### src/hdl/lmsd_regs.vh
`ifndef LMSD_REGS_VH
`define LMSD_REGS_VH

// ****************************************
// Register indexes (byte address = index * 4)
// ****************************************
`define LMSD_IDX_SYS_BIOS 10'h059
`define LMSD_IDX_ADDON_C0 10'h05A
`define LMSD_IDX_ADDON_C8 10'h05B
`define LMSD_IDX_ADDON_D0 10'h05C
`define LMSD_IDX_ADDON_D8 10'h05D
`define LMSD_IDX_EXT_E0 10'h05E
`define LMSD_IDX_EXT_E8 10'h05F
`define LMSD_IDX_SYSMGMT_RAM_CONTROL 10'h070
`define LMSD_IDX_MONO 10'h0BE
`define LMSD_IDX_PORT_CFG 10'h080
`define LMSD_IDX_BRIDGE_CMD 10'h081
`define LMSD_IDX_BRIDGE_CTRL 10'h082
`define LMSD_IDX_STATUS 10'h083

// ****************************************
// Field positions
// ****************************************
`define LMSD_NIB_RE 0
`define LMSD_NIB_WE 1
`define LMSD_SYSMGMT_RAM_CONTROL_GMS_HI 7
`define LMSD_SYSMGMT_RAM_CONTROL_GMS_LO 6
`define LMSD_SYSMGMT_RAM_CONTROL_COMPAT_OPEN 3
`define LMSD_SYSMGMT_RAM_CONTROL_LOCK 1
`define LMSD_MONO_EN 0
`define LMSD_PORT_ON 0
`define LMSD_BRIDGE_CMD_VGA 5
`define LMSD_BRIDGE_CTRL_VGA 3

// ****************************************
// Reset values
// ****************************************
`define LMSD_ATTR_RESET 8'h00
`define LMSD_SYSMGMT_RAM_CONTROL_RESET 8'h00
`define LMSD_CFG_RESET 1'b0

// ****************************************
// Address map below 1 MB (address bits 19:14)
// ****************************************
`define LMSD_SEG_VIDEO_LO 6'h28
`define LMSD_SEG_MONO_LO 6'h2C
`define LMSD_SEG_MONO_HI 6'h2D
`define LMSD_SEG_EXP_LO 6'h30
`define LMSD_SEG_SYS_BIOS 6'h3C

// ****************************************
// Initiators
// ****************************************
`define LMSD_SRC_CPU 2'h0
`define LMSD_SRC_HUB 2'h1
`define LMSD_SRC_GFX 2'h2

`endif

### src/hdl/lmsd_decoder.v
`timescale 1ns/10ps
`default_nettype none
`include "lmsd_regs.vh"

module lmsd_decoder #(
    parameter PADDR_W = 12
) (
    // Clock and reset
    input wire clk,
    input wire rst_n,
    // APB slave
    input wire psel,
    input wire penable,
    input wire pwrite,
    input wire [PADDR_W-1:0] paddr,
    input wire [31:0] pwdata,
    output reg [31:0] prdata,
    output wire pready,
    output wire pslverr,
    // Cycle to be steered
    input wire reqValid,
    input wire [31:0] reqAddr,
    input wire reqIo,
    input wire reqWrite,
    input wire reqSmm,
    input wire [1:0] reqSource,
    // Steering decision
    output reg routeDram,
    output reg routeHub,
    output reg routeGfx,
    output reg masterAbort,
    output wire [1:0] frameWithheld
);

    // ****************************************
    // Register storage
    // ****************************************
    // Attribute maps, two nibbles each
    reg [7:0] sysBiosAttr;
    reg [7:0] addonAttrC0;
    reg [7:0] addonAttrC8;
    reg [7:0] addonAttrD0;
    reg [7:0] addonAttrD8;
    reg [7:0] extAttrE0;
    reg [7:0] extAttrE8;
    // Control and configuration bits
    reg [7:0] smramCtl;
    reg monoEnable;
    reg gfxPortOn;
    reg bridgeCmdVga;
    reg bridgeCtrlVga;
    // Last steering decision, for status reads
    reg [3:0] lastRoute;

    // Bus decode
    wire [9:0] regIdx;
    wire accessPhase;
    wire setupPhase;
    wire wrStrobe;
    reg idxHit;
    reg [31:0] next_prdata;

    // ****************************************
    // Helpers
    // ****************************************
    // Keep only the write and read enables of a two-nibble register
    function [7:0] attrMask;
        input [7:0] value;
        begin
            attrMask = value & 8'h33;
        end
    endfunction

    // Pick the enable for the cycle direction out of a nibble
    function attrPick;
        input [3:0] nibble;
        input isWrite;
        begin
            attrPick = isWrite ? nibble[`LMSD_NIB_WE] : nibble[`LMSD_NIB_RE];
        end
    endfunction

    // Cycle comes from the processor bus
    function srcIsCpu;
        input [1:0] source;
        begin
            srcIsCpu = (source == `LMSD_SRC_CPU);
        end
    endfunction

    // Match one of the monochrome adapter I/O ports
    function monoPortHit;
        input [31:0] port;
        begin
            case (port)
                32'h000003B4, 32'h000003B5, 32'h000003B8: monoPortHit = 1'b1;
                32'h000003B9, 32'h000003BA, 32'h000003BF: monoPortHit = 1'b1;
                default: monoPortHit = 1'b0;
            endcase
        end
    endfunction

    // ****************************************
    // APB decode
    // ****************************************
    assign regIdx = paddr[11:2];
    assign setupPhase = psel & ~penable;
    assign accessPhase = psel & penable;
    // Zero-wait slave, never stretched
    assign pready = 1'b1;
    assign wrStrobe = accessPhase & pwrite & idxHit;
    assign pslverr = accessPhase & ~idxHit;

    // Address hit check and read mux
    always @*
    begin
        idxHit = 1'b1;
        next_prdata = 32'h00000000;
        // Misaligned words are refused
        if (paddr[1:0] != 2'h0)
        begin
            idxHit = 1'b0;
        end
        else
        begin
            case (regIdx)
                `LMSD_IDX_SYS_BIOS: next_prdata[7:0] = sysBiosAttr;
                `LMSD_IDX_ADDON_C0: next_prdata[7:0] = addonAttrC0;
                `LMSD_IDX_ADDON_C8: next_prdata[7:0] = addonAttrC8;
                `LMSD_IDX_ADDON_D0: next_prdata[7:0] = addonAttrD0;
                `LMSD_IDX_ADDON_D8: next_prdata[7:0] = addonAttrD8;
                `LMSD_IDX_EXT_E0: next_prdata[7:0] = extAttrE0;
                `LMSD_IDX_EXT_E8: next_prdata[7:0] = extAttrE8;
                `LMSD_IDX_SYSMGMT_RAM_CONTROL: next_prdata[7:0] = smramCtl;
                `LMSD_IDX_MONO: next_prdata[`LMSD_MONO_EN] = monoEnable;
                `LMSD_IDX_PORT_CFG: next_prdata[`LMSD_PORT_ON] = gfxPortOn;
                `LMSD_IDX_BRIDGE_CMD: next_prdata[`LMSD_BRIDGE_CMD_VGA] = bridgeCmdVga;
                `LMSD_IDX_BRIDGE_CTRL: next_prdata[`LMSD_BRIDGE_CTRL_VGA] = bridgeCtrlVga;
                `LMSD_IDX_STATUS: next_prdata[3:0] = lastRoute;
                default: idxHit = 1'b0;
            endcase
        end
    end

    // Read data captured in the setup cycle, held through access
    always @(posedge clk or negedge rst_n)
    begin
        if (!rst_n)
        begin
            prdata <= 32'h00000000;
        end
        else if (setupPhase)
        begin
            prdata <= pwrite ? 32'h00000000 : next_prdata;
        end
    end

    // ****************************************
    // Register writes
    // ****************************************
    always @(posedge clk or negedge rst_n)
    begin
        if (!rst_n)
        begin
            sysBiosAttr <= `LMSD_ATTR_RESET;
            addonAttrC0 <= `LMSD_ATTR_RESET;
            addonAttrC8 <= `LMSD_ATTR_RESET;
            addonAttrD0 <= `LMSD_ATTR_RESET;
            addonAttrD8 <= `LMSD_ATTR_RESET;
            extAttrE0 <= `LMSD_ATTR_RESET;
            extAttrE8 <= `LMSD_ATTR_RESET;
            smramCtl <= `LMSD_SYSMGMT_RAM_CONTROL_RESET;
            monoEnable <= `LMSD_CFG_RESET;
            gfxPortOn <= `LMSD_CFG_RESET;
            bridgeCmdVga <= `LMSD_CFG_RESET;
            bridgeCtrlVga <= `LMSD_CFG_RESET;
        end
        else if (wrStrobe)
        begin
            case (regIdx)
                // Attribute registers keep only their enable bits
                `LMSD_IDX_SYS_BIOS: sysBiosAttr <= attrMask(pwdata[7:0]) & 8'hF0;
                `LMSD_IDX_ADDON_C0: addonAttrC0 <= attrMask(pwdata[7:0]);
                `LMSD_IDX_ADDON_C8: addonAttrC8 <= attrMask(pwdata[7:0]);
                `LMSD_IDX_ADDON_D0: addonAttrD0 <= attrMask(pwdata[7:0]);
                `LMSD_IDX_ADDON_D8: addonAttrD8 <= attrMask(pwdata[7:0]);
                `LMSD_IDX_EXT_E0: extAttrE0 <= attrMask(pwdata[7:0]);
                `LMSD_IDX_EXT_E8: extAttrE8 <= attrMask(pwdata[7:0]);
                `LMSD_IDX_SYSMGMT_RAM_CONTROL:
                begin
                    // Mode select frozen once locked; lock only sets
                    if (!smramCtl[`LMSD_SYSMGMT_RAM_CONTROL_LOCK])
                    begin
                        smramCtl[7:6] <= pwdata[7:6];
                    end
                    smramCtl[5:2] <= pwdata[5:2];
                    // Lock stays set until reset
                    smramCtl[1] <= smramCtl[1] | pwdata[1];
                    // Bit 0 always reads zero
                    smramCtl[0] <= 1'b0;
                end
                // Single configuration bits
                `LMSD_IDX_MONO: monoEnable <= pwdata[`LMSD_MONO_EN];
                `LMSD_IDX_PORT_CFG: gfxPortOn <= pwdata[`LMSD_PORT_ON];
                `LMSD_IDX_BRIDGE_CMD: bridgeCmdVga <= pwdata[`LMSD_BRIDGE_CMD_VGA];
                `LMSD_IDX_BRIDGE_CTRL: bridgeCtrlVga <= pwdata[`LMSD_BRIDGE_CTRL_VGA];
                default: ;
            endcase
        end
    end

    // ****************************************
    // Steering decision
    // ****************************************
    wire [5:0] seg;
    wire below1M;
    wire inDos;
    wire inVideo;
    wire inMono;
    wire monoPort;
    wire [1:0] graphics_mode_select;
    wire videoToGfx;
    reg [3:0] segNibble;
    reg segEnabled;

    // Address classification below 1 MB
    assign seg = reqAddr[19:14];
    assign below1M = (reqAddr[31:20] == 12'h000);
    assign inDos = below1M & (seg < `LMSD_SEG_VIDEO_LO);
    assign inVideo = below1M & (seg >= `LMSD_SEG_VIDEO_LO) & (seg < `LMSD_SEG_EXP_LO);
    assign inMono = inVideo & ((seg == `LMSD_SEG_MONO_LO) | (seg == `LMSD_SEG_MONO_HI));
    assign monoPort = monoPortHit(reqAddr);
    assign graphics_mode_select = smramCtl[`LMSD_SYSMGMT_RAM_CONTROL_GMS_HI:`LMSD_SYSMGMT_RAM_CONTROL_GMS_LO];
    // Mode select ignored while the port is on
    assign videoToGfx = gfxPortOn ? (bridgeCmdVga & bridgeCtrlVga) : (graphics_mode_select != 2'h0);
    // Withheld frame memory: 0 none, 1 none, 2 half MB, 3 one MB
    assign frameWithheld = gfxPortOn ? 2'h0 : graphics_mode_select;

    // Attribute nibble by segment
    always @*
    begin
        case (seg)
            6'h30: segNibble = addonAttrC0[3:0];
            6'h31: segNibble = addonAttrC0[7:4];
            6'h32: segNibble = addonAttrC8[3:0];
            6'h33: segNibble = addonAttrC8[7:4];
            6'h34: segNibble = addonAttrD0[3:0];
            6'h35: segNibble = addonAttrD0[7:4];
            6'h36: segNibble = addonAttrD8[3:0];
            6'h37: segNibble = addonAttrD8[7:4];
            6'h38: segNibble = extAttrE0[3:0];
            6'h39: segNibble = extAttrE0[7:4];
            6'h3A: segNibble = extAttrE8[3:0];
            6'h3B: segNibble = extAttrE8[7:4];
            6'h3C, 6'h3D, 6'h3E, 6'h3F: segNibble = sysBiosAttr[7:4];
            default: segNibble = 4'h0;
        endcase
        // Enable bit for the cycle direction
        segEnabled = attrPick(segNibble, reqWrite);
    end

    // Route selection
    always @*
    begin
        // Nothing claimed unless a branch below takes the cycle
        routeDram = 1'b0;
        routeHub = 1'b0;
        routeGfx = 1'b0;
        masterAbort = 1'b0;
        if (reqValid)
        begin
            if (reqIo)
            begin
                // Only the mono adapter ports are claimed
                routeHub = monoEnable & monoPort;
            end
            else if (!below1M)
            begin
                // Left to the decoders above 1 MB
                routeDram = 1'b0;
            end
            else if (inDos)
            begin
                // DOS area ignores every attribute
                routeDram = 1'b1;
            end
            else if (inVideo)
            begin
                // Video buffer: attributes play no part
                if (reqSource == `LMSD_SRC_GFX)
                begin
                    masterAbort = 1'b1;
                end
                else if (monoEnable & inMono)
                begin
                    routeHub = srcIsCpu(reqSource);
                end
                else if (srcIsCpu(reqSource) & reqSmm & smramCtl[`LMSD_SYSMGMT_RAM_CONTROL_COMPAT_OPEN])
                begin
                    routeDram = 1'b1;
                end
                else if (videoToGfx)
                begin
                    // Hub reads abort; processor cycles and hub writes go to graphics
                    if ((reqSource == `LMSD_SRC_HUB) & !reqWrite)
                    begin
                        masterAbort = 1'b1;
                    end
                    else
                    begin
                        routeGfx = 1'b1;
                    end
                end
                else
                begin
                    // Processor cycles only; other initiators unclaimed
                    routeHub = srcIsCpu(reqSource);
                end
            end
            else if (segEnabled)
            begin
                // Expansion and BIOS areas follow the attribute bit
                routeDram = 1'b1;
            end
            else
            begin
                // Disabled segment: processor cycles forwarded unrelocated, other initiators unclaimed
                routeHub = srcIsCpu(reqSource);
            end
        end
    end

    // ****************************************
    // Last decision, visible in the status register
    // ****************************************
    always @(posedge clk or negedge rst_n)
    begin
        if (!rst_n)
        begin
            lastRoute <= 4'h0;
        end
        else if (reqValid)
        begin
            lastRoute <= {masterAbort, routeGfx, routeHub, routeDram};
        end
    end

endmodule // lmsd_decoder

`default_nettype wire

### config.mk
export PLATFORM = sky130hd
export DESIGN_NAME = lmsd_decoder
export DESIGN_NICKNAME = d
export VERILOG_FILES = /design/src/hdl/lmsd_decoder.v
export VERILOG_INCLUDE_DIRS = /design/src /design/src/hdl
export SDC_FILE = /design/constraint.sdc
export NUM_CORES = 1
export LEC_CHECK = 0
export ABC_AREA = 1
export BUFFER_PORTS_ARGS = -buffer_cell sky130_fd_sc_hd__buf_4
export CORE_ASPECT_RATIO = 0.75
export CORE_MARGIN = 2
export CORE_UTILIZATION = 35
export DETAILED_ROUTE_END_ITERATION = 6
export GPL_TIMING_DRIVEN = 0
export PLACE_DENSITY = 0.62
export SYNTH_ARGS = -nofsm -noshare
export SYNTH_HDL_FRONTEND = slang
export SYNTH_SLANG_ARGS = --single-unit
### constraint.sdc
create_clock -name clk -period 1.95 [get_ports clk]
set_clock_uncertainty 0.15 [all_clocks]
set_input_delay 0.2925 -clock clk [delete_from_list [all_inputs] [get_ports clk]]
set_output_delay 0.2925 -clock clk [all_outputs]
set_load 0.02 [all_outputs]
==> metrics, run 1 <==
status complete, but fails checks; violations in the final reports setup timing; Post-DRT Antenna Nets 0; Max IR drop VDD 281 uV; Overall Power 2.54 mW; n_diodes 0; Worst Path Max Fanout 3; Root Driver sky130_fd_sc_hd__clkbuf_16; clock buffers created by TritonCTS 5; sequential fraction of the synthesis area 35.5%; number of register bits inferred by synthesis 49; Synth-to-Final Area Change 46.2%; max-slew violation count 0; HPWL after DPL 8.33 mm; Worst Path Class, Setup register to primary output; element type at the critical path start register; Total Routing Usage GR 20.4%; number of placement rows 31; gp weighted congestion 0.887; maximum frequency from static timing analysis 464 MHz; cell type with the largest total area after synthesis sky130_fd_sc_hd__dfrtp_1; average routed wire per standard cell 14.1 um; maximum count of clock buffers along a single path 2; clock transition time at the flip-flop clock pins of the worst setup and hold paths 70 ps; Post-Route WL 11.1 mm; Initial DRC Count 235; Synth Area per Inst 6.79 um^2; number of flops mapped to enable cells by yosys 0; mapped cell area 0.00346 mm^2; number of distinct library cell variants in the gate-level netlist after synthesis 35; Critical Path Max Stage Delay 460 ps; Synth Warn # 0; max-cap check violation count 0; H-tree level count 2; via count 3774; count of unresolved DRC violations after routing 0; cell count after synthesis 509; top-area cell type share of the netlist area 35.5%; crit share post-route 110%; clock tree sinks 49; Post-Place Cell Area 0.00427 mm^2; starting density of the core 35.9%; ratio of total power to cell area 502 mW/mm^2; required arrival time at the worst endpoint 1510 ps; Final setup viols 5; crit end category primary output; fraction of layout cells with a size suffix above 1 34.4%; number of hold-slack violations in the final timing report 0; Pre-Repair DR Iteration Count 6; unrepaired setup endpoints after global routing yes; Layout Nets 737; global-route wire length before repair 17.5 mm; largest net degree at the start of global routing 50; vias in the first global route 3482; Max transition margin 57.9%; average via count per standard cell 4.82; critical path, cell by cell inv_2, nor2_4, nor3_4, buf_4, nor2_4, a31oi_2, nor2_1, buf_4; I/O Buffers 74; worst path setup slack after routing -203 ps; I/O pin count 127; async set-reset flop share out of synthesis 100%; leading cell types by total area after synthesis sky130_fd_sc_hd__dfrtp_1 (35%), sky130_fd_sc_hd__nand2_1 (14%), sky130_fd_sc_hd__inv_1 (8.6%); arrival time worst endpoint 1710 ps; CP max-delay cell sky130_fd_sc_hd__dfrtp_2; static power due to leakage 2.75 nW; Most used DFF post-synth sky130_fd_sc_hd__dfrtp_1; TritonCTS clock tree built; Total Die Area 0.0107 mm^2; clock latency of the later-clocked register in the worst-skew pair 290 ps; horizontal die dimension 119 um; worst slew pin tran 631 ps; Final Instance Area 0.00505 mm^2; hold crit path type primary input to register; vertical extent of the die 90.1 um; antenna violations before repair 0; global route overflow 0; area inside the core boundary 0.00962 mm^2; shortest period the worst path allows 2150 ps
[placed cells by master, fill, tap and decap left out, types with 17 or more instances in the layout]
master / count
sky130_fd_sc_hd__nor2_1: 37
sky130_fd_sc_hd__buf_4: 125
sky130_fd_sc_hd__nand2_1: 118
sky130_fd_sc_hd__nor2_4: 18
sky130_fd_sc_hd__nand3_1: 37
sky130_fd_sc_hd__conb_1: 25
sky130_fd_sc_hd__o21ai_0: 17
sky130_fd_sc_hd__inv_1: 70
sky130_fd_sc_hd__o21ai_1: 23
sky130_fd_sc_hd__dfrtp_1: 48
[critical path: cells and delay by family, from the launching register on]
family | cells | cell delay (ps)
AND/OR/NAND/NOR | 4 | 320
flip-flops | 1 | 460
AO/OA/AOI/OAI | 1 | 220
buffers and inverters | 3 | 420
[layout make-up]
class                   count  area, um^2
plain buffers              30         216
clock buffers               5         125
multi-input cells         371        2070
flip-flops and latches     49        1230
well taps                 132         165
repair buffers            110         866
clock inverters             3        65.1
inverters                  83         317
fillers                   971        4570
[cells in the mapped netlist (6+ instances only)]
cell type                 number
sky130_fd_sc_hd__nor2_2        9
sky130_fd_sc_hd__nand3_1      40
sky130_fd_sc_hd__buf_4        25
sky130_fd_sc_hd__o21ai_0      18
sky130_fd_sc_hd__inv_1        79
sky130_fd_sc_hd__o21ai_1      23
sky130_fd_sc_hd__nand4_1      13
sky130_fd_sc_hd__a21oi_1       6
sky130_fd_sc_hd__nand2_1     132
sky130_fd_sc_hd__nor3_1        9
sky130_fd_sc_hd__dfrtp_1      49
sky130_fd_sc_hd__nor2_1       54
sky130_fd_sc_hd__o22ai_1       8
[kinds of logic after synthesis]
group	synth area share (%)
compound gates	11.5
buf+inv	15.3
flops	35.5
other cells	0.217
simple gates	37.5
[flip-flops by register name, indices dropped and copies added (netlist names)]
| register | cells |
|---|---|
| smramCtl | 7 |
| sysBiosAttr | 2 |
| addonAttrD8 | 4 |
| addonAttrD0 | 4 |
| monoEnable | 1 |
| bridgeCtrlVga | 1 |
| addonAttrC8 | 4 |
| addonAttrC0 | 4 |
| bridgeCmdVga | 1 |
| gfxPortOn | 1 |
| lastRoute | 4 |
| extAttrE8 | 4 |
| prdata | 8 |
| extAttrE0 | 4 |
[routing by layer]
layer  wire [um]  vias to the layer above  track usage (%)  share of wire [%]
li1            -                     1883                -                  -
met1        5250                     1721             30.0                 47
met2        4820                      160             31.2                 44
met3         857                       10             3.36                7.8
met4         125                        0             4.66                1.1
met5           0                        -                0                  0
[per-stage QoR]
stage	TNS (ps)	utilization [%]	std cells	setup WS [ps]	hold slack (ps)
2_1_floorplan	0	-	532	94.9	-153
6_report	-638	52.5	783	-203	57.9
5_1_grt	-1180	52.5	783	-302	71.8
3_5_place_dp	-10670	44.4	738	-411	212
4_1_cts	-480	48.4	757	-193	56.5
3_3_place_gp	-8910	44.4	738	-380	201
[timing repair]
item,in CTS,in global routing
hold buffers,1,0
pin swaps,8,29
hold endpoints to repair,49,0
cloned,0,1
gates resized for setup,32,57
buffers inserted,10,25
setup endpoints to repair,7,26
[power by group]
part	internal (mW)	leakage, nW	switching, mW	total (mW)
Sequential	1.02	0.537	0.00168	1.02
Clock	0.732	0.0938	0.373	1.10
Combinational	0.179	2.12	0.235	0.414
Total	1.93	2.75	0.609	2.54
[worst paths after layout]
kind,to,cells after the start,slack (ps),from
max,masterAbort,8,-200,gfxPortOn$_DFFE_PN0P_
min,lastRoute[3]$_DFFE_PN0P_,2,60,reqValid
max reg2reg,lastRoute[1]$_DFFE_PN0P_,14,-50,gfxPortOn$_DFFE_PN0P_
min reg2reg,prdata[3]$_DFFE_PN0P_,2,340,prdata[3]$_DFFE_PN0P_
max in group asynchronous,gfxPortOn$_DFFE_PN0P_,2,770,rst_n
min in group asynchronous,extAttrE0[5]$_DFFE_PN0P_,2,410,rst_n
Power figures use the tool's default switching activity.
==> inputs of run 2 (changes only) <==
- PLACE_DENSITY: 0.62 -> not set
==> run 2 against run 1 <==
Net effect:
- the run still ends with setup timing left
- via count rose by 1.4%
- register-to-register slack improved by 100 ps
- fmax rose by 1.1%
- cell count rose by 0.89%
- critical path depth rose by 2
- power fell by 8.1%
- final area rose by 2.1%
- wire length rose by 5.1%
- non-clock buffer count rose by 8
- sequential share of layout area fell by 0.52 points
- clock-buffer cell count did not move
- sequential power barely moved
- critical path type unchanged
==> metrics, run 2 (synthesis gave the netlist of run 1 again) <==
Synth-to-Final Area Change 49.3%; Initial DRC Count 252 (+7.2%); crit share post-route 109% (-1.2 points); largest net degree at the start of global routing 50 (unchanged); Layout Nets 744 (+0.95%); status complete, but fails checks; critical path, cell by cell inv_1, nor2_1, nor3_4, a21oi_2, a21oi_1, nand3_1, nand2_1, nand2_1, inv_1, buf_6; clock transition time at the flip-flop clock pins of the worst setup and hold paths 70 ps (about the same); Worst Path Class, Setup register to primary output; switching share of power 27.7% (+3.7 points); most used cells in the layout excluding fill and tap cells sky130_fd_sc_hd__buf_4 (126), sky130_fd_sc_hd__nand2_1 (116), sky130_fd_sc_hd__inv_1 (69); share of total power in sequential cells 43.7% (+3.5 points); net switching component of the power 647 uW (+6.3%); H-tree level count 2 (unchanged); I/O Buffers 74 (unchanged); core utilization of the finished layout 53.6% (+1.1 points); kind of cell adding the most delay to the critical path simple AND/OR/NAND/NOR gates; unrepaired setup endpoints after global routing yes; Worst Path Max Fanout 2 (-1); Critical Path Max Stage Delay 390 ps (-70 ps); ratio of total power to cell area 452 mW/mm^2 (-10%); leading cell type in the layout, fill and taps excluded sky130_fd_sc_hd__buf_4; combinational share of power 18.8% (+2.5 points); final sum of negative setup slack -564 ps (+74.6 ps); antenna violations before repair 0 (unchanged); Max IR drop VDD 333 uV (+18%); vertical extent of the die 90.1 um (unchanged); Final setup viols 5 (unchanged); global route overflow 0 (unchanged); Pre-Repair DR Iteration Count 5 (-1); clock buffers created by TritonCTS 5 (unchanged); static power due to leakage 2.79 nW (+1.4%); largest registers prdata: 8 flops, smramCtl: 7 flops; number of placement rows 31 (unchanged); clock tree sinks 49 (unchanged); crit end category primary output; max FFs per register 8 (unchanged); I/O pin count 127 (unchanged); Total Routing Usage GR 20.7% (+0.29 points); violations in the final reports setup timing; Root Driver sky130_fd_sc_hd__clkbuf_16; max-slew violation count 0 (unchanged); worst slew pin tran 651 ps (+19.5 ps); gp weighted congestion 0.873 (-1.5%); area inside the core boundary 0.00962 mm^2 (unchanged); arrival time worst endpoint 1690 ps (-20 ps); average routed wire per standard cell 14.7 um (+4.2%); Post-Route WL 11.6 mm (+5.1%); vias in the first global route 3511 (+0.83%); TritonCTS clock tree built; count of unresolved DRC violations after routing 0 (unchanged); clock latency of the later-clocked register in the worst-skew pair 290 ps (about the same); number of hold-slack violations in the final timing report 0 (unchanged); element type at the critical path start register; Internal Pwr Total 1.69 mW (-13%); HPWL after DPL 8.34 mm (+0.12%); Post-DRT Antenna Nets 0 (unchanged); hold crit path type primary input to register; max-cap check violation count 0 (unchanged); n_diodes 0 (unchanged); share of total power in the clock network 37.5% (-6.0 points); worst path setup slack after routing -179 ps (+23.8 ps); register name with the most flops prdata; CP max-delay cell sky130_fd_sc_hd__dfrtp_1; via count 3825 (+1.4%); shortest period the worst path allows 2130 ps (-23.8 ps); number of buffers and inverters on the critical path 3 (unchanged); Max transition margin 56.6% (-1.3 points); maximum frequency from static timing analysis 470 MHz (+1.1%); required arrival time at the worst endpoint 1510 ps (about the same); Total Die Area 0.0107 mm^2 (unchanged); average via count per standard cell 4.84 (+0.45%); global-route wire length before repair 17.7 mm (+1.1%); starting density of the core 35.9% (unchanged); maximum count of clock buffers along a single path 2 (unchanged); horizontal die dimension 119 um (unchanged); fraction of layout cells with a size suffix above 1 35.3% (+0.85 points)
run 2: changes by cell type in the layout (fill, tap and decap cells not counted), moves of 2 or more:
cell / previous run / this run
sky130_fd_sc_hd__buf_12: 0 / 2
sky130_fd_sc_hd__buf_6: 9 / 15
sky130_fd_sc_hd__bufinv_16: 2 / 0
sky130_fd_sc_hd__clkinvlp_4: 0 / 3
sky130_fd_sc_hd__inv_2: 11 / 7
sky130_fd_sc_hd__inv_4: 2 / 7
sky130_fd_sc_hd__nand2_1: 118 / 116
sky130_fd_sc_hd__nand3_1: 37 / 35
sky130_fd_sc_hd__nand3_4: 5 / 7
sky130_fd_sc_hd__nor2_1: 37 / 39
sky130_fd_sc_hd__nor2_2: 13 / 11
sky130_fd_sc_hd__o21ai_0: 17 / 14
sky130_fd_sc_hd__o21ai_1: 23 / 26
run 2: power groups by stage:
| stage | sequential [mW] | clock (mW) | combinational (mW) |
|---|---|---|---|
| after floorplan | 1.04 | 0 | 0.184 |
| after global placement | 1.04 | 0 | 0.339 |
| after detailed placement | 1.04 | 0 | 0.344 |
| after CTS | 1.02 | 0.880 | 0.370 |
| after global routing | 1.02 | 0.920 | 0.479 |
| final | 1.02 | 0.875 | 0.440 |
run 2: layout make-up:
type                    instances  area [um^2]
clock buffers                   5          125
multi-input cells             370         2090
plain buffers                  30          231
repair buffers                118          971
inverters                      83          329
flip-flops and latches         49         1230
clock inverters                 3         22.5
fillers                       909         4460
well taps                     132          165
run 2: repair_timing:
| item | in CTS | in global routing |
|---|---|---|
| hold buffers | 1 | 0 |
| endpoints found under the setup margin | 6 | 44 |
| gates resized for setup | 26 | 87 |
| buffers inserted | 12 | 30 |
| gates cloned | 0 | 1 |
| hold endpoints to repair | 49 | 0 |
| pin swaps | 11 | 35 |
run 2: worst paths after layout:
path / cells after the start / slack [ps] / start / end
worst min-delay path: 2 / 60 / reqValid / lastRoute[2]$_DFFE_PN0P_
worst min register to register: 2 / 340 / prdata[1]$_DFFE_PN0P_ / prdata[1]$_DFFE_PN0P_
max in group asynchronous: 2 / 800 / rst_n / bridgeCmdVga$_DFFE_PN0P_
worst max register to register: 9 / 50 / gfxPortOn$_DFFE_PN0P_ / lastRoute[3]$_DFFE_PN0P_
min in group asynchronous: 2 / 420 / rst_n / addonAttrC8[4]$_DFFE_PN0P_
worst max-delay path: 10 / -180 / smramCtl[6]$_DFFE_PN0P_ / routeHub
run 2: routing by layer:
| layer | routed length, um | vias up | track usage (%) | part of all wire, % |
|---|---|---|---|---|
| met3 | 839 | 20 | 4.19 | 7.2 |
| met1 | 5470 | 1767 | 30.3 | 47 |
| met5 | 0 | - | 0 | 0 |
| met4 | 218 | 0 | 4.46 | 1.9 |
| li1 | - | 1888 | - | - |
| met2 | 5090 | 150 | 31.3 | 44 |
run 2: stage by stage:
step                      total power, mW  worst slack (ps)  cells  instance area [um^2]  hold slack, ps
final                                2.33              -179    790                  5160            55.4
after global routing                 2.42              -283    790                  5160            69.6
after CTS                            2.27              -205    759                  4610            53.1
after detailed placement             1.38              -386    738                  4270             216
after global placement               1.38              -382    738                  4270             205
after floorplan                      1.22              94.9    532                  3550            -153
==> inputs of run 3 (changes only) <==
- BUFFER_PORTS_ARGS: -buffer_cell sky130_fd_sc_hd__buf_4 -> -buffer_cell sky130_fd_sc_hd__buf_2
==> run 3 against run 2 <==
Net effect:
- the flow still finishes with violations (setup timing)
- highest routed layer unchanged
- sequential power is essentially flat
- sequential share of layout area up 1.5 points
- final area shrank 5.8%
- hold slack got worse by 11 ps
- largest power group unchanged
- critical path depth decreased by 1
- die area did not move
- combinational power is 13% lower
- register-to-register slack improved by 110 ps
- cell count down 1.5%
- global-route usage shrank 0.58 points
- power rose by 3.1%
==> metrics, run 3 (synthesis gave the netlist of run 1 again) <==
status complete, but fails checks; violations in the final reports setup timing; global-route wire length before repair 17.3 mm (-2.4%); Worst Path Class, Setup register to primary output; antenna violations before repair 0 (unchanged); Root Driver sky130_fd_sc_hd__clkbuf_16; max-slew violation count 0 (unchanged); starting density of the core 35.9% (unchanged); clock buffers created by TritonCTS 5 (unchanged); required arrival time at the worst endpoint 1510 ps (about the same); number of placement rows 31 (unchanged); HPWL after DPL 8.11 mm (-2.7%); Worst Path Max Fanout 3 (+1); Post-CTS Hold Fix Bufs 0 (-1); average via count per standard cell 4.85 (+0.19%); most used cells in the layout excluding fill and tap cells sky130_fd_sc_hd__nand2_1 (114), sky130_fd_sc_hd__inv_1 (67), sky130_fd_sc_hd__buf_2 (64); element type at the critical path start register; Worst Reg2Reg Path Length in Cells 12 (+3); setup slack on the worst flop-to-flop path 160 ps (+110 ps); area inside the core boundary 0.00962 mm^2 (unchanged); Total Routing Usage GR 20.1% (-0.58 points); H-tree level count 2 (unchanged); shortest period the worst path allows 2150 ps (+19.0 ps); Pre-Repair DR Iteration Count 5 (unchanged); largest registers prdata: 8 flops, smramCtl: 7 flops; Synth-to-Final Area Change 40.6%; unrepaired setup endpoints after global routing yes; maximum frequency from static timing analysis 465 MHz (-0.88%); Max IR drop VDD 292 uV (-12%); crit share post-route 110% (+0.97 points); leading cell type in the layout, fill and taps excluded sky130_fd_sc_hd__nand2_1; core utilization of the finished layout 50.5% (-3.1 points); gp weighted congestion 0.897 (+2.7%); maximum count of clock buffers along a single path 2 (unchanged); Max transition margin 25.9% (-31 points); worst path setup slack after routing -198 ps (-19.0 ps); Overall Power 2.41 mW (+3.1%); startpoint of the lowest-slack register-to-register path gfxPortOn$_DFFE_PN0P_; global route overflow 0 (unchanged); count of unresolved DRC violations after routing 0 (unchanged); Post-DRT Antenna Nets 0 (unchanged); Initial DRC Count 269 (+6.7%); register name with the most flops prdata; Final setup viols 5 (unchanged); RR Endpoint lastRoute[1]$_DFFE_PN0P_; ratio of total power to cell area 495 mW/mm^2 (+9.5%); Layout Nets 732 (-1.6%); crit end category primary output; average routed wire per standard cell 14.3 um (-2.9%); n_diodes 0 (unchanged); Post-Route WL 11.1 mm (-4.4%); I/O pin count 127 (unchanged); TritonCTS clock tree built; vias in the first global route 3382 (-3.7%); Total Die Area 0.0107 mm^2 (unchanged); fraction of layout cells with a size suffix above 1 35.4% (+0.19 points); first element of the critical path addonAttrD8[5]$_DFFE_PN0P_; clock tree sinks 49 (unchanged); vertical extent of the die 90.1 um (unchanged); static power due to leakage 2.66 nW (-4.4%); number of hold-slack violations in the final timing report 0 (unchanged); worst slew pin tran 1110 ps (+461 ps); max-cap check violation count 0 (unchanged); horizontal die dimension 119 um (unchanged); hold crit path type primary input to async pin; arrival time worst endpoint 1710 ps (+20 ps); fill cell total of the finished layout 986 (+8.5%); clock latency of the later-clocked register in the worst-skew pair 290 ps (about the same); largest net degree at the start of global routing 50 (unchanged); I/O Buffers 74 (unchanged); final sum of negative setup slack -582 ps (-18.8 ps); via count 3774 (-1.3%); clock transition time at the flip-flop clock pins of the worst setup and hold paths 60 ps (about the same); max FFs per register 8 (unchanged)
==> run 3: per-stage QoR <==
step / setup slack (ps) / area [um^2] / std cells / hold WS (ps)
global route: -274 / 4860 / 778 / 95.5
floorplan: 94.9 / 3550 / 532 / -153
global placement: -374 / 4080 / 738 / 318
detailed placement: -383 / 4080 / 738 / 319
CTS: -202 / 4490 / 759 / 68.9
finish: -198 / 4860 / 778 / 44.7
==> run 3: routing by layer <==
metal | track usage, % | vias to the layer above | routed length, um
li1 | - | 1864 | -
met1 | 29.7 | 1712 | 5140
met2 | 30.5 | 183 | 4820
met3 | 3.87 | 15 | 1020
met4 | 4.17 | 0 | 140
met5 | 0 | - | 0
==> run 3: power by group <==
group / leakage [nW] / internal [mW] / switching, mW
registers: 0.537 / 1.02 / 0.00171
logic: 2.04 / 0.144 / 0.240
clock network: 0.0841 / 0.641 / 0.361
==> run 3: worst max path at each step <==
stage,slack (ps),cells after the start,end
floorplan,90,8,pslverr
global placement,-370,15,routeHub
detailed placement,-380,14,routeDram
CTS,-200,10,routeHub
global route,-270,9,routeDram
finish,-200,9,routeDram
==> run 3: what timing repair did <==
item	in CTS	in global routing
cloned	0	1
setup endpoints to repair	9	36
buffers inserted	13	20
pin swaps	11	38
resized for setup	39	76
==> run 3: cell type report <==
cell class | instances | area (um^2) | area share (%)
multi-input combinational | 371 | 2090 | 43.0
sequential | 49 | 1230 | 25.3
timing repair buffer | 105 | 667 | 13.7
inverter | 83 | 319 | 6.57
buffer | 30 | 216 | 4.46
tap | 132 | 165 | 3.40
clock buffer | 7 | 143 | 2.94
clock inverter | 1 | 30.0 | 0.618
==> run 3: critical path, cell delays in order, from the launching register on <==
cell and delay (ps):
sky130_fd_sc_hd__dfrtp_1 430, sky130_fd_sc_hd__nand3_1 110, sky130_fd_sc_hd__nand2_1 60, sky130_fd_sc_hd__nor3_2 170, sky130_fd_sc_hd__nand2_1 100, sky130_fd_sc_hd__nand2_2 100
sky130_fd_sc_hd__nand2_2 70, sky130_fd_sc_hd__o21ai_2 170, sky130_fd_sc_hd__inv_1 70, sky130_fd_sc_hd__buf_6 130
